`config.mk`:
```
export PLATFORM = sky130hd
export DESIGN_NAME = rof_top
export DESIGN_NICKNAME = d
export VERILOG_FILES = /design/src/hw/rof_pkg.sv /design/src/hw/rof_fifo_if.sv /design/src/hw/rof_fifo.sv /design/src/hw/rof_pace_ctr.sv /design/src/hw/rof_top.sv
export VERILOG_INCLUDE_DIRS = /design/src /design/src/hw
export SDC_FILE = /design/constraint.sdc
export NUM_CORES = 1
export LEC_CHECK = 0
export BUFFER_PORTS_ARGS = -buffer_cell sky130_fd_sc_hd__buf_4
export CAP_MARGIN = 5
export CORE_MARGIN = 2
export CORE_UTILIZATION = 35
export CTS_CLUSTER_SIZE = 24
export DETAILED_ROUTE_END_ITERATION = 10
export PLACE_DENSITY = 0.59
export RECOVER_POWER = 25
export SYNTH_ARGS = -nofsm -noshare
export SYNTH_HDL_FRONTEND = slang
export SYNTH_SLANG_ARGS = --single-unit
```
`constraint.sdc`:
```
create_clock -name clk -period 2.7 [get_ports clk]
set_input_delay 0.135 -clock clk [delete_from_list [all_inputs] [get_ports clk]]
set_output_delay 0.135 -clock clk [all_outputs]
set_load 0.05 [all_outputs]
```
`src/hw/rof_defs.svh`:
```
// Offsets, field positions and reset values of the resampler output pacing FIFO.
// Assumes word-indexed Avalon-MM addressing with 32-bit data.
`ifndef ROF_DEFS_SVH
`define ROF_DEFS_SVH

// ----------------------------------------
// Register map (word index)
// ----------------------------------------
`define ROF_ADDR_W 4
`define ROF_CTL_IDX 4'ha
`define ROF_STAT_IDX 4'hb

// ----------------------------------------
// Control register fields
// ----------------------------------------
`define ROF_EN_BIT 14
`define ROF_SIZE_HI 13
`define ROF_SIZE_LO 12
`define ROF_DLY_HI 11
`define ROF_DLY_LO 0
`define ROF_DLY_W 12
`define ROF_CTL_RST 15'h0000

// ----------------------------------------
// Status register fields
// ----------------------------------------
`define ROF_STAT_OVF 0
`define ROF_STAT_TERM 1
`define ROF_STAT_CNT_LO 4

// ----------------------------------------
// Sizes
// ----------------------------------------
`define ROF_FIFO_DEPTH 4
`define ROF_DATA_W 24
`define ROF_WORD_W 32

`endif

```
`src/hw/rof_pkg.sv`:
```
// Types shared by the resampler output pacing FIFO modules.
// Assumes rof_defs.svh is on the include path.
`include "rof_defs.svh"

package rof_pkg;

  // ----------------------------------------
  // Control register image
  // ----------------------------------------
  typedef struct packed {
    logic en;
    logic [1:0] size;
    logic [`ROF_DLY_W-1:0] delay;
  } rof_ctl_t;

endpackage

```
`src/hw/rof_fifo_if.sv`:
```
// Push and pop channel between the pacing top and its FIFO.
// Assumes both ends run on the same clock.
`timescale 1ns/1ps

interface rof_fifo_if #(
  parameter int W = 24,
  parameter int CW = 3
);
  logic push_valid;
  logic push_ready;
  logic [W-1:0] push_data;
  logic pop_valid;
  logic pop_ready;
  logic [W-1:0] pop_data;
  logic [CW-1:0] count;

  modport fifo (
    input push_valid, push_data, pop_ready,
    output push_ready, pop_valid, pop_data, count
  );
  modport user (
    output push_valid, push_data, pop_ready,
    input push_ready, pop_valid, pop_data, count
  );
endinterface

```
`src/hw/rof_fifo.sv`:
```
// Parameterised synchronous FIFO with valid and ready on both sides.
// Assumes a single clock and an active-low asynchronous reset.
`timescale 1ns/1ps

module rof_fifo #(
  parameter int W = 24,
  parameter int DEPTH = 4,
  parameter int CW = 3
) (
  // Clock and reset
  input wire logic clk,
  input wire logic rstn,
  // FIFO channel
  rof_fifo_if.fifo bus
);
  localparam int AW = (DEPTH > 1) ? $clog2(DEPTH) : 1;

  typedef struct packed {
    logic [DEPTH-1:0][W-1:0] mem;
    logic [AW-1:0] wp;
    logic [AW-1:0] rp;
    logic [CW-1:0] cnt;
  } rof_fifo_st_t;

  rof_fifo_st_t s_q;
  rof_fifo_st_t s_d;
  logic push;
  logic pop;

  assign bus.push_ready = (s_q.cnt != CW'(DEPTH));
  assign bus.pop_valid = (s_q.cnt != '0);
  assign bus.pop_data = s_q.mem[s_q.rp];
  assign bus.count = s_q.cnt;
  assign push = bus.push_valid && bus.push_ready;
  assign pop = bus.pop_valid && bus.pop_ready;

  always_comb begin
    s_d = s_q;
    if (push) begin
      s_d.mem[s_q.wp] = bus.push_data;
      s_d.wp = (s_q.wp == AW'(DEPTH - 1)) ? '0 : s_q.wp + 1'b1;
    end
    if (pop) begin
      s_d.rp = (s_q.rp == AW'(DEPTH - 1)) ? '0 : s_q.rp + 1'b1;
    end
    if (push && !pop) begin
      s_d.cnt = s_q.cnt + 1'b1;
    end else if (pop && !push) begin
      s_d.cnt = s_q.cnt - 1'b1;
    end
  end

  always_ff @(posedge clk or negedge rstn) begin
    if (!rstn) begin
      s_q <= '0;
    end else begin
      s_q <= s_d;
    end
  end

  fifo_capacity_a: assert property (@(posedge clk) disable iff (!rstn) // RL7
    s_q.cnt <= CW'(DEPTH))
    else $error("FIFO count above its depth");
endmodule

```
`src/hw/rof_pace_ctr.sv`:
```
// Output spacing counter: reloads on each release, counts down to a hold state.
// Assumes load is asserted by the pacing top in the cycle a sample leaves.
`timescale 1ns/1ps

module rof_pace_ctr #(
  parameter int CTW = 12
) (
  // Clock and reset
  input wire logic clk,
  input wire logic rstn,
  // Control
  input wire logic load,
  input wire logic [CTW-1:0] load_val,
  // Status
  output logic at_term
);
  typedef struct packed {
    logic [CTW-1:0] cnt;
  } rof_ctr_st_t;

  rof_ctr_st_t s_q;
  rof_ctr_st_t s_d;

  assign at_term = (s_q.cnt == '0);

  always_comb begin
    s_d = s_q;
    if (load) begin
      s_d.cnt = load_val; // RL8 RL10
    end else if (!at_term) begin
      s_d.cnt = s_q.cnt - 1'b1; // RL10
    end
  end

  always_ff @(posedge clk or negedge rstn) begin
    if (!rstn) begin
      s_q <= '0;
    end else begin
      s_q <= s_d;
    end
  end

  ctr_reload_a: assert property (@(posedge clk) disable iff (!rstn) // RL10
    load |=> s_q.cnt == $past(load_val))
    else $error("Spacing counter missed its reload");

  ctr_countdown_a: assert property (@(posedge clk) disable iff (!rstn) // RL10
    (!load && !at_term) |=> s_q.cnt == $past(s_q.cnt) - 1'b1)
    else $error("Spacing counter did not step down");

  ctr_hold_a: assert property (@(posedge clk) disable iff (!rstn) // RL8
    (!load && at_term) |=> at_term)
    else $error("Spacing counter left its hold state");
endmodule

```
`src/hw/rof_top.sv`:
```
// Resampler output pacing FIFO with offset-word controls and Avalon-MM slave.
// Assumes a single 100 MHz clock; the serial offset shifter and compute engine
// sit on the same clock and hand over data without synchronisers.
//
// Functional notes
// RL1 - Enabled offset word reaches the resampler
// RL2 - Disabled offset forces contribution to zero
// RL3 - Size code selects 8/16/24/32 bit word
// RL4 - Samples leave only on spacing timeout
// RL5 - Empty FIFO at hold state passes through
// RL6 - Early samples wait in FIFO until timeout
// RL7 - Pacing FIFO holds four samples
// RL8 - Spacing equals programmed value plus one
// RL9 - Software programs spacing slightly below target
// RL10 - Counter reloads per release, one per timeout
//
// Design decisions made here: the Avalon-MM slave port and the placing of the registers.
`timescale 1ns/1ps
`include "rof_defs.svh"

module rof_top #(
  parameter int DW = `ROF_DATA_W,
  parameter int DEPTH = `ROF_FIFO_DEPTH
) (
  // Clock and reset
  input wire logic clk,
  input wire logic rstn,
  // Avalon-MM slave
  input wire logic [`ROF_ADDR_W-1:0] avs_address,
  input wire logic avs_read,
  input wire logic avs_write,
  input wire logic [31:0] avs_writedata,
  input wire logic [3:0] avs_byteenable,
  output logic [31:0] avs_readdata,
  output logic avs_waitrequest,
  // Samples from the compute engine
  input wire logic in_valid,
  input wire logic [DW-1:0] in_data,
  output logic in_ready,
  // Paced samples to the output path
  input wire logic out_ready,
  output logic out_valid,
  output logic [DW-1:0] out_data,
  // Offset word from the serial shifter
  input wire logic offset_word_load,
  input wire logic [`ROF_WORD_W-1:0] offset_word_in,
  // Resampler offset and expected word length
  output logic [`ROF_WORD_W-1:0] resampler_offset,
  output logic [5:0] offset_word_len
);
  localparam int CW = $clog2(DEPTH + 1);

  // ----------------------------------------
  // State
  // ----------------------------------------
  typedef struct packed {
    logic wait_r;
    logic [31:0] rdata;
    rof_pkg::rof_ctl_t ctl;
    logic ovf;
    logic [`ROF_WORD_W-1:0] word;
    logic [`ROF_WORD_W-1:0] off;
    logic [5:0] len;
    logic in_rdy;
    logic ov;
    logic [DW-1:0] od;
  } rof_top_st_t;

  rof_top_st_t s_q;
  rof_top_st_t s_d;

  rof_fifo_if #(.W(DW), .CW(CW)) fif ();
  logic at_term;
  logic bypass;
  logic push;
  logic pop;
  logic release_s;
  logic acc;
  logic [CW:0] cnt_next;

  // ----------------------------------------
  // Offset word helpers
  // ----------------------------------------
  function automatic logic [`ROF_WORD_W-1:0] size_mask(input logic [1:0] sz);
    logic [`ROF_WORD_W-1:0] m;
    m = 32'hffff_ffff;
    case (sz)
      2'h0: m = 32'h0000_00ff;
      2'h1: m = 32'h0000_ffff;
      2'h2: m = 32'h00ff_ffff;
      default: m = 32'hffff_ffff;
    endcase
    return m;
  endfunction

  // ----------------------------------------
  // Submodules
  // ----------------------------------------
  rof_fifo #(.W(DW), .DEPTH(DEPTH), .CW(CW)) u_fifo (
    .clk(clk),
    .rstn(rstn),
    .bus(fif.fifo)
  );

  rof_pace_ctr #(.CTW(`ROF_DLY_W)) u_ctr (
    .clk(clk),
    .rstn(rstn),
    .load(release_s),
    .load_val(s_q.ctl.delay),
    .at_term(at_term)
  );

  // ----------------------------------------
  // Pacing datapath
  // ----------------------------------------
  // Release only at the hold state and only when downstream can take it
  assign pop = fif.pop_valid && at_term && out_ready; // RL4 RL6
  assign bypass = in_valid && s_q.in_rdy && !fif.pop_valid && at_term && out_ready; // RL5
  assign push = in_valid && s_q.in_rdy && !bypass; // RL6
  assign release_s = pop || bypass; // RL10
  assign cnt_next = {1'b0, fif.count} + {{CW{1'b0}}, push} - {{CW{1'b0}}, pop};

  assign fif.push_valid = push;
  assign fif.push_data = in_data;
  assign fif.pop_ready = pop;

  assign acc = (avs_read || avs_write) && !s_q.wait_r;

  always_comb begin
    logic [31:0] ctlv;
    logic [31:0] stv;
    ctlv = '0;
    stv = '0;
    s_d = s_q;
    ctlv[`ROF_EN_BIT] = s_q.ctl.en;
    ctlv[`ROF_SIZE_HI:`ROF_SIZE_LO] = s_q.ctl.size;
    ctlv[`ROF_DLY_HI:`ROF_DLY_LO] = s_q.ctl.delay;
    stv[`ROF_STAT_OVF] = s_q.ovf;
    stv[`ROF_STAT_TERM] = at_term;
    stv[`ROF_STAT_CNT_LO +: CW] = fif.count;

    // One wait state, then one accept cycle
    s_d.wait_r = !((avs_read || avs_write) && s_q.wait_r);
    if ((avs_read || avs_write) && s_q.wait_r) begin
      if (avs_address == `ROF_CTL_IDX) begin
        s_d.rdata = ctlv;
      end else if (avs_address == `ROF_STAT_IDX) begin
        s_d.rdata = stv;
      end else begin
        s_d.rdata = '0;
      end
    end

    if (acc && avs_write) begin
      if (avs_address == `ROF_CTL_IDX) begin
        if (avs_byteenable[0]) begin
          ctlv[7:0] = avs_writedata[7:0];
        end
        if (avs_byteenable[1]) begin
          ctlv[15:8] = avs_writedata[15:8];
        end
        s_d.ctl.en = ctlv[`ROF_EN_BIT];
        s_d.ctl.size = ctlv[`ROF_SIZE_HI:`ROF_SIZE_LO];
        s_d.ctl.delay = ctlv[`ROF_DLY_HI:`ROF_DLY_LO];
      end else if (avs_address == `ROF_STAT_IDX) begin
        if (avs_byteenable[0] && avs_writedata[`ROF_STAT_OVF]) begin
          s_d.ovf = 1'b0;
        end
      end
    end
    // Overflow set wins over a same-cycle clear
    if (in_valid && !s_q.in_rdy) begin
      s_d.ovf = 1'b1;
    end

    // Offset word and resampler contribution
    if (offset_word_load) begin
      s_d.word = offset_word_in;
    end
    s_d.off = s_q.ctl.en ? (s_q.word & size_mask(s_q.ctl.size)) : '0; // RL1 RL2 RL3
    s_d.len = {1'b0, s_q.ctl.size, 3'h0} + 6'h08; // RL3

    // Ready mirrors the FIFO's room in the next cycle
    s_d.in_rdy = (cnt_next < (CW + 1)'(DEPTH)); // RL7
    s_d.ov = release_s; // RL4
    if (pop) begin
      s_d.od = fif.pop_data;
    end else if (bypass) begin
      s_d.od = in_data; // RL5
    end
  end

  always_ff @(posedge clk or negedge rstn) begin
    if (!rstn) begin
      s_q <= '{wait_r: 1'b1, ctl: `ROF_CTL_RST, default: '0};
    end else begin
      s_q <= s_d;
    end
  end

  assign avs_readdata = s_q.rdata;
  assign avs_waitrequest = s_q.wait_r;
  assign in_ready = s_q.in_rdy;
  assign out_valid = s_q.ov;
  assign out_data = s_q.od;
  assign resampler_offset = s_q.off;
  assign offset_word_len = s_q.len;

  // ----------------------------------------
  // Checks
  // ----------------------------------------
  logic [`ROF_DLY_W:0] gap_q;
  logic seen_q;

  always_ff @(posedge clk or negedge rstn) begin
    if (!rstn) begin
      gap_q <= '0;
      seen_q <= 1'b0;
    end else if (s_q.ov) begin
      gap_q <= '0;
      seen_q <= 1'b1;
    end else if (gap_q != '1) begin
      gap_q <= gap_q + 1'b1;
    end
  end

  offset_apply_a: assert property (@(posedge clk) disable iff (!rstn) // RL1
    (s_q.ctl.en && $stable(s_q.word)) |=> resampler_offset == ($past(s_q.word) & size_mask($past(s_q.ctl.size))))
    else $error("Enabled offset word not applied");

  offset_zero_a: assert property (@(posedge clk) disable iff (!rstn) // RL2
    !s_q.ctl.en |=> resampler_offset == '0)
    else $error("Disabled offset not forced to zero");

  word_size_a: assert property (@(posedge clk) disable iff (!rstn) // RL3
    (rstn && s_q.ctl.size == 2'h0) |=> (resampler_offset[31:8] == '0 && offset_word_len == 6'h08))
    else $error("Eight-bit word size not honoured");

  release_timeout_a: assert property (@(posedge clk) disable iff (!rstn) // RL4
    out_valid |-> $past(at_term))
    else $error("Sample released before timeout");

  bypass_pass_a: assert property (@(posedge clk) disable iff (!rstn) // RL5
    bypass |=> (out_valid && out_data == $past(in_data) && (!at_term || $past(s_q.ctl.delay) == '0)))
    else $error("Pass-through sample not forwarded");

  hold_store_a: assert property (@(posedge clk) disable iff (!rstn) // RL6
    (push && !at_term) |=> (!out_valid && fif.count != '0))
    else $error("Early sample not held");

  spacing_gap_a: assert property (@(posedge clk) disable iff (!rstn) // RL8
    (out_valid && seen_q && $stable(s_q.ctl.delay)) |-> gap_q >= {1'b0, s_q.ctl.delay})
    else $error("Release spacing shorter than programmed");

  one_release_a: assert property (@(posedge clk) disable iff (!rstn) // RL10
    (out_valid && s_q.ctl.delay != '0) |=> !out_valid)
    else $error("Two releases within one timeout");

  no_overfill_a: assert property (@(posedge clk) disable iff (!rstn) // RL7
    (fif.count == CW'(DEPTH)) |-> !in_ready)
    else $error("Ready high while FIFO full");

  // ----------------------------------------
  // Bus, stream handshake, word size and release checks
  // ----------------------------------------
  bus_answer_a: assert property (@(posedge clk) disable iff (!rstn)
    ((avs_read || avs_write) && avs_waitrequest) |=> !avs_waitrequest)
    else $error("Bus request not answered after one wait state");

  bus_release_a: assert property (@(posedge clk) disable iff (!rstn)
    !avs_waitrequest |=> avs_waitrequest)
    else $error("Wait request low for more than one cycle");

  read_zero_a: assert property (@(posedge clk) disable iff (!rstn)
    (avs_read && avs_waitrequest && avs_address != `ROF_CTL_IDX && avs_address != `ROF_STAT_IDX) |=> avs_readdata == '0)
    else $error("Unmapped read returned nonzero data");

  ovf_set_a: assert property (@(posedge clk) disable iff (!rstn) // RL7
    (in_valid && !in_ready) |=> s_q.ovf)
    else $error("Refused sample did not flag overflow");

  ready_room_a: assert property (@(posedge clk) disable iff (!rstn) // RL7
    (rstn && fif.count < CW'(DEPTH - 1)) |=> in_ready)
    else $error("Ready low while FIFO has room");

  size_max_a: assert property (@(posedge clk) disable iff (!rstn) // RL3
    (rstn && s_q.ctl.size == 2'h3) |=> offset_word_len == 6'h20)
    else $error("Thirty-two bit word size not honoured");

  size_mid_a: assert property (@(posedge clk) disable iff (!rstn) // RL3
    (rstn && s_q.ctl.size == 2'h1) |=> (resampler_offset[31:16] == '0 && offset_word_len == 6'h10))
    else $error("Sixteen-bit word size not honoured");

  pop_release_a: assert property (@(posedge clk) disable iff (!rstn) // RL6
    pop |=> (out_valid && out_data == $past(fif.pop_data)))
    else $error("Stored sample not released on timeout");

  reload_hold_a: assert property (@(posedge clk) disable iff (!rstn) // RL10
    (release_s && s_q.ctl.delay != '0) |=> !at_term)
    else $error("Spacing counter not reloaded on release");

  one_pop_a: assert property (@(posedge clk) disable iff (!rstn) // RL10
    pop |=> fif.count == $past(fif.count) - 1'b1 + CW'($past(push)))
    else $error("Timeout released other than one sample");
endmodule

```
Yosys cells after proc, flatten, opt, wreduce, memory -nomap -nowiden --
Cells that the tools add are included.
Operators by class: add/sub/neg operators 8, $lt $le $gt $ge 4, equality and inequality tests 9, mux-type cells 22, bitwise logic cells 1, reductions and logical operators 37
Operators by type and width (number):
- 96-bit bitwise mux | 1
- 24-bit two-way mux | 4
- 32-bit case mux with 3 select lines | 1
- 24-bit binary-select mux with 2-bit select | 1
- 24-bit demux with 2-bit select | 1
- 32-bit bitwise AND | 1
- 32-bit two-way mux | 1
- 12-bit two-way mux | 2
- 1-bit logical AND | 17
- 15-bit two-way mux | 1
- 12-bit logical NOT | 1
- 12-bit by 1-bit subtractor with 12-bit output (second input constant) | 1
- 2-bit nonzero test | 5
- 4-bit equality test (second input constant) | 2
- 1-bit logical NOT | 7
- 7-bit two-way mux | 1
- 5-bit by 4-bit adder with 6-bit output (second input constant) | 1
- 2-bit equality test (second input constant) | 3
- 2-bit by 3-bit < comparator with 1-bit output (second input constant) | 2
- 3-bit two-way mux | 2
- 3-bit AND reduction | 2
- 1-bit two-way mux | 5
- 2-bit by 1-bit adder with 2-bit output (second input constant) | 2
- 3-bit by 1-bit adder with 4-bit output | 1
- other kinds (13) | 16
Storage, ports and cells: bits in registers 260, output and inout bits 97, logic and storage cells 102

Logic depth before layout (Yosys ltp) --
Gate-level depths: netlist of run 1.
depth in word-level cells 12, mapped depth 13, depth with buffers taken out 12

Modules after synthesis --
A second synthesis of run 1 with hierarchy kept.
Second synthesis, totals: cell total of the unflattened synthesis 810, area, all modules 10999.3 um^2
Modules (own cells, without submodules):
- rof_top | times used 1, cells an instance 462, area an instance 5667.9 um^2
- rof_fifo | times used 1, cells an instance 274, area an instance 4624.4 um^2
- rof_pace_ctr | times used 1, cells an instance 74, area an instance 706.9 um^2

Worst setup path before layout of run 1 --
No wires, ideal clock.
path type register to register, start point register u_ctr.s_q[6] (netlist bit), end point register s_q, in the netlist in_ready, setup time 0.125 ns, data arrival time 2.858 ns, slack -0.282 ns, stages on the path, launching flop included 13, path buffers 2, clock period less this slack 2.982 ns, path through dfrtp_1 > or4_1 > buf_2 > or4_1 > buf_2 > nor2_4 > ha_1 > inv_1 > ha_1 > and4b_1 > o21ba_2 > a311oi_1 > nand2_1
RTL lines:
- start, declared | line rof_pace_ctr.sv:21 | rof_ctr_st_t s_q;
- start signal, assigned | line rof_pace_ctr.sv:37 | s_q <= '0;
- start signal, assigned | line rof_pace_ctr.sv:39 | s_q <= s_d;
- end signal, assigned | line rof_top.sv:195 | s_q <= '{wait_r: 1'b1, ctl: `ROF_CTL_RST, default: '0};
- end signal, assigned | line rof_top.sv:197 | s_q <= s_d;
- end, declared | line rof_top.sv:69 | rof_top_st_t s_q;

==> flow_summary.ini, run 1 <==
[worst_hold_path]
min_from = avs_address[0]
holdPathEnd = avs_readdata[9]
min_path_cells = 5
hold_path_class = in2reg

[logic_synthesis]
synth_area_leaders = dfrtp_1 55%, mux2_2 15%, buf_4 6.4%
ys_seq_area_share_pct = 54.8
synth_compound_area_share_pct = 5.70
synth_cell_types = 53
synth_cells = 839
synth_xor_area_share_pct = 0.399
synth_seq_cells = 240
synth_top_family_by_area = multiplexers
yosysMostFrequentCell = dfrtp_1
synth-main-ff-cell = dfrtp_1
yosys.area_share.simple_pct = 8.86
synth_warnings = 0
async_flop_share_pct = 100
synth-edff-count = 0
synth-adder-area-share_pct = 1.78
yosysTopAreaCellShare_pct = 54.5
synth_area_per_cell_sq_um = 13.1
syn_area_sq_um = 11000
synth_area_leader_cell = dfrtp_1
synth.mux.area_fraction_pct = 19.7
synthTopCellsByCount = 239 x dfrtp_1, 144 x mux2_2, 94 x buf_4

[timing]
setup_slack_ps = -97.7
drv_slew = 0
hold_viol = 0
fin_skew_ps = 6.97
max_freq_ghz = 0.357
fin_crit_ps = 2800
setup_viol = 1
maxSlewHeadroom_pct = 8.45
tightest_slew_ps = 1370
post-route-period-util_pct = 104
rsz0062_at_grt = yes

[critical_path]
crit_path_max_fanout = 2
r2r-end = in_ready
criticalPathCategory = reg2reg
worstPathArrival_ps = 3200
endpoint_kind = register
start_kind = register
cp_common_cell = or4_4
reg2reg_depth = 10
critical_path.slowest_cell = or4_4
critical_path.max_stage_delay_ps = 540
r2r_slack_ps = -100
r2r-start = u_ctr.s_q[8]
cp_cell_sequence = or4_4 > or4_4 > nor2_4 > ha_2 > inv_1 > ha_1 > and4b_1 > o21ba_4 > a311oi_2 > nand2_1
cp.required_ps = 3100

[pwr]
p_per_area_nw_per_um2 = 594
power.switching_mw = 2.06
p_int_mw = 6.26
sw_frac_of_total_pct = 24.8
peakVddDrop_mv = 0.437
pwr-share-seq_pct = 46.0
total_leakage_power_nw = 6.77
pwr-share-comb_pct = 10.4
clkPwrFrac_pct = 43.6

[run_status]
violations = setup timing
outcome = finished with violations

[finish]
diodes = 0
drive_gt1_share_pct = 42.7
post-route-util_pct = 45.5
layout-area-overhead-vs-synth_pct = 27.6
nets = 1149

[place]
place_congestion = 0.760
port_buffers = 160
preCtsSetupSlack_ps = -125
hpwl_microns = 16300

[floorplanning]
die_area_sq_um = 32800
rows = 64
die_y_microns = 181
die_x_microns = 181
io_pins = 200
start_util_pct = 35.7
core_area_sq_um = 30700

[flow_run]
maxCapViolations = 0

[global_route]
grt_start_max_net_pins = 99
grt_pass1_wl_microns = 40900
grt_use_total_pct = 15.4
grt_pass1_vias = 7405
antenna_found_initial = 0
grt_overflow = 0

[routing]
drt_iter0_drc = 269
vias = 7063
drc = 0
routed_wl_microns = 25300
wl_per_cell_microns = 17.5
via_per_inst = 4.88
drtAntennaViolNets = 0
drt_pass1_iterations = 6

[cts]
clock_path_buffers = 3
clk_pin_slew_worst_paths_ps = 60
cts_sinks = 240
h-tree-depth = 1
numCtsBuffers = 27
cts_tree = yes
root_buffer = clkbuf_16
clock_latency_ps = 520
[how the worst max path moves through the flow]
| stage | start | slack (ps) | endpoint |
|---|---|---|---|
| 6_report | u_ctr.s_q[8] | -100 | in_ready |
| 5_1_grt | u_ctr.s_q[8] | -170 | in_ready |
| 4_1_cts | u_ctr.s_q[5] | -90 | in_ready |
| 3_5_place_dp | u_ctr.s_q[5] | -130 | in_ready |
| 3_3_place_gp | u_ctr.s_q[5] | -70 | in_ready |
| 2_1_floorplan | u_ctr.s_q[8] | -170 | in_ready |
[flip-flops by register name, indices dropped and copies added, names as in the netlist]
| register | cells |
|---|---|
| u_ctr.s_q | 12 |
| u_fifo.bus.count | 3 |
| in_ready | 1 |
| avs_waitrequest | 1 |
| resampler_offset | 32 |
| u_fifo.s_q | 100 |
| offset_word_len | 3 |
| s_q | 48 |
| out_valid | 1 |
| avs_readdata | 15 |
| out_data | 24 |
[timing repair]
item                                    4_1_cts  5_1_grt
hold endpoints to repair                    251        0
hold buffers                                 76        0
gates resized for setup                       2        4
setup buffers                                 0        2
endpoints found under the setup margin        2        3
pin swaps                                     0        3
[critical path: cells and delay by family, from the launching register on]
family / cells / cell delay [ps]
AOI/OAI and AO/OA: 2 / 380
buffers and inverters: 1 / 40
and+or+nand+nor: 5 / 1450
adders and majority gates: 2 / 420
DFF: 1 / 380
[per-layer routing]
| metal | wire length [microns] | GRT usage, % |
|---|---|---|
| met1 | 11800 | 21.4 |
| met2 | 11900 | 25.3 |
| met3 | 1200 | 2.44 |
| met4 | 467 | 3.61 |
| met5 | 0 | 0 |
[metrics by stage]
stage	instances	instance area (sq um)	hold WS [ps]	setup TNS, ps	power, mW
6_report	1446	14000	130	-97.7	8.32
3_3_place_gp	1320	12300	245	-65.1	4.67
2_1_floorplan	858	11100	-161	-211	4.41
3_5_place_dp	1320	12300	242	-131	4.68
4_1_cts	1444	14000	99.4	-106	8.45
5_1_grt	1446	14000	138	-246	8.65
[cell usage in the layout (no fill, tap or decap), types with 19 or more instances in the layout]
master	Yosys	final
nand2_1	35	35
conb_1	1	20
dfrtp_1	239	238
a221o_1	19	19
buf_4	94	198
mux2_2	144	143
mux4_2	24	24
o21ai_0	44	43
and2_1	25	22
clkbuf_16	0	27
nor3_1	22	21
and3_1	22	22
dlygate4sd3_1	0	76
[kinds of logic (layout without fill, tap and decap cells)]
kind of cell,count (synthesis),in the layout
XOR/XNOR,5,5
AND/OR/NAND/NOR,161,161
other,1,20
buffers and inverters,155,347
flip-flops,240,240
AO/OA/AOI/OAI,94,94
adder cells (fa/ha/maj),15,15
multiplexers,168,168
[power groups by stage]
stage               logic [mW]  clock network, mW  registers (mW)
finish                   0.867               3.63            3.82
global route             0.932               3.88            3.84
CTS                      0.882               3.75            3.82
detailed placement       0.791                  0            3.89
global placement         0.783                  0            3.89
floorplan                0.551                  0            3.86
[layout make-up]
| cell class | instances | area, sq um |
|---|---|---|
| multi-input cells | 463 | 4170 |
| inverters | 17 | 63.8 |
| clock buffers | 35 | 766 |
| flip-flops and latches | 240 | 6010 |
| clock inverters | 13 | 121 |
| repair buffers | 282 | 2380 |
| well taps | 396 | 495 |
| fillers | 2833 | 16700 |
No activity file was read; power rests on OpenSTA's default activity.
==> inputs of run 2 (changes only) <==
CELL_PAD_IN_SITES_DETAIL_PLACEMENT = 0   (was default)
CELL_PAD_IN_SITES_GLOBAL_PLACEMENT = 1   (was default)
PLACE_DENSITY = 0.7   (was 0.59)
==> run 2 against run 1 <==
Effect of this change:
- the flow finishes with violations (capacitance limit, slew limit, setup timing)
- sequential power hardly changed
- routed wire length fell by 1.9%
- total power increased by 8.2%
- core utilization grew 0.59 points
- worst hold slack got worse by 12 ps
- first-iteration DRC count is 7.1% higher
- critical path type unchanged
==> flow_summary.ini, run 2 (synthesis results as in run 1) <==
[timing]
tightest_slew_ps = 2030
maxSlewHeadroom_pct = -35.5
post-route-period-util_pct = 103
hold_viol = 0
setup_viol = 2
drv_slew = 77
hold_slack_ps = 118
fin_crit_ps = 2780
fin_skew_ps = 15.6
setup_slack_ps = -84.6
rsz0062_at_grt = yes
max_freq_ghz = 0.359

[finish]
diodes = 0
post-route-util_pct = 46.1
nets = 1147
largest_reg_flops = 100
final_cell_mix = 238 x dfrtp_1, 193 x buf_4, 143 x mux2_2
final_common_cell = dfrtp_1
drive_gt1_share_pct = 42.7
layout-area-overhead-vs-synth_pct = 29.3
fin_cells = 1447
largest_register = u_fifo.s_q

[global_route]
grt_pass1_wl_microns = 39900
grt_start_max_net_pins = 80
grt_use_total_pct = 15.0
grt_overflow = 0
antenna_found_initial = 0
grt_pass1_vias = 7271

[critical_path]
criticalPathCategory = reg2reg
start_kind = register
r2r_slack_ps = -80
r2r-start = u_ctr.s_q[8]
cp.required_ps = 3120
worstPathArrival_ps = 3210
r2r-end = in_ready
endpoint_kind = register
crit_path_max_fanout = 2
reg2reg_depth = 10
startpoint = u_ctr.s_q[8]

[pwr]
peakVddDrop_mv = 0.496
total_leakage_power_nw = 6.84
p_per_area_nw_per_um2 = 634

[floorplanning]
rows = 64
core_area_sq_um = 30700
start_util_pct = 35.7
io_pins = 200
die_y_microns = 181
die_area_sq_um = 32800
die_x_microns = 181

[cts]
h-tree-depth = 1
clock_latency_ps = 540
numCtsBuffers = 28
cts_tree = yes
clk_pin_slew_worst_paths_ps = 60
clock_path_buffers = 3
cts_sinks = 240
root_buffer = clkbuf_16

[routing]
routed.top_layer = met4
wl_per_cell_microns = 17.2
m1WireLength_microns = 11600
drt_iter0_drc = 288
met2WireLength_microns = 11600
drc = 0
via_per_inst = 4.86
drtAntennaViolNets = 0
vias = 7028
wl_met3_microns = 1160
drt_pass1_iterations = 4
routed_wl_microns = 24900

[worst_hold_path]
hold_path_class = in2reg
min_path_cells = 5
min_from = avs_address[0]
holdPathEnd = avs_readdata[10]

[run_status]
violations = capacitance limit, slew limit, setup timing
outcome = finished with violations

[place]
place_congestion = 0.730
port_buffers = 160
dpl.cell_count = 1317
hpwl_microns = 15900

[flow_run]
maxCapViolations = 1
## run 2: changes by cell type in the layout (fill, tap and decap cells not counted), sizes merged
cell / before / now
bufinv: 2 / 7
clkinv: 10 / 5
inv: 17 / 19
buf: 204 / 201
clkbuf: 37 / 39
## run 2: critical path, cell delays in order, from the launching register on
cell      delay [ps]
dfrtp_1          380
or4_4            550
or4_4            540
nor2_4           110
ha_2             180
inv_2             40
ha_4             240
and4b_1          190
o21ba_4          160
a311oi_2         200
nand2_1           80
## run 2: worst max path at each step
stage               endpoint  slack, ps  cells after the start
finish              in_ready        -80                     10
global route        in_ready       -160                     10
CTS                 in_ready        -90                     10
detailed placement  in_ready       -100                     10
global placement    in_ready        -50                     10
floorplan           in_ready       -170                     12
## run 2: cell type report
type / count / area [sq um]
fillers: 2826 / 16600
flip-flops and latches: 240 / 6010
multi-input cells: 463 / 4170
repair buffers: 279 / 2370
clock buffers: 37 / 806
well taps: 396 / 495
clock inverters: 15 / 272
inverters: 17 / 63.8
## run 2: timing repair
item	CTS	global route
cloned	0	0
setup buffers	0	2
hold buffers	76	0
endpoints found under the hold margin	234	0
endpoints found under the setup margin	2	3
pin swaps	0	4
resized for setup	1	6
## run 2: routing by layer
metal	vias up	GRT usage, %
li1	3273	-
met1	3543	21.1
met5	-	0
met3	36	2.36
met4	0	3.35
met2	176	24.6
## run 2: metrics by stage
stage	instance area, sq um	power, mW	TNS [ps]	setup WS, ps
floorplan	11100	4.41	-211	-173
global placement	12300	4.67	-52.1	-52.1
detailed placement	12300	4.68	-101	-101
CTS	14100	9.13	-107	-91.0
global route	14200	9.35	-299	-160
finish	14200	9.00	-160	-84.6
## run 2: power by group
part	switching (mW)	internal [mW]	leakage, nW
sequential	0.0713	3.74	3.21
clock	1.53	2.77	0.528
combinational	0.538	0.339	3.10
total	2.14	6.85	6.84
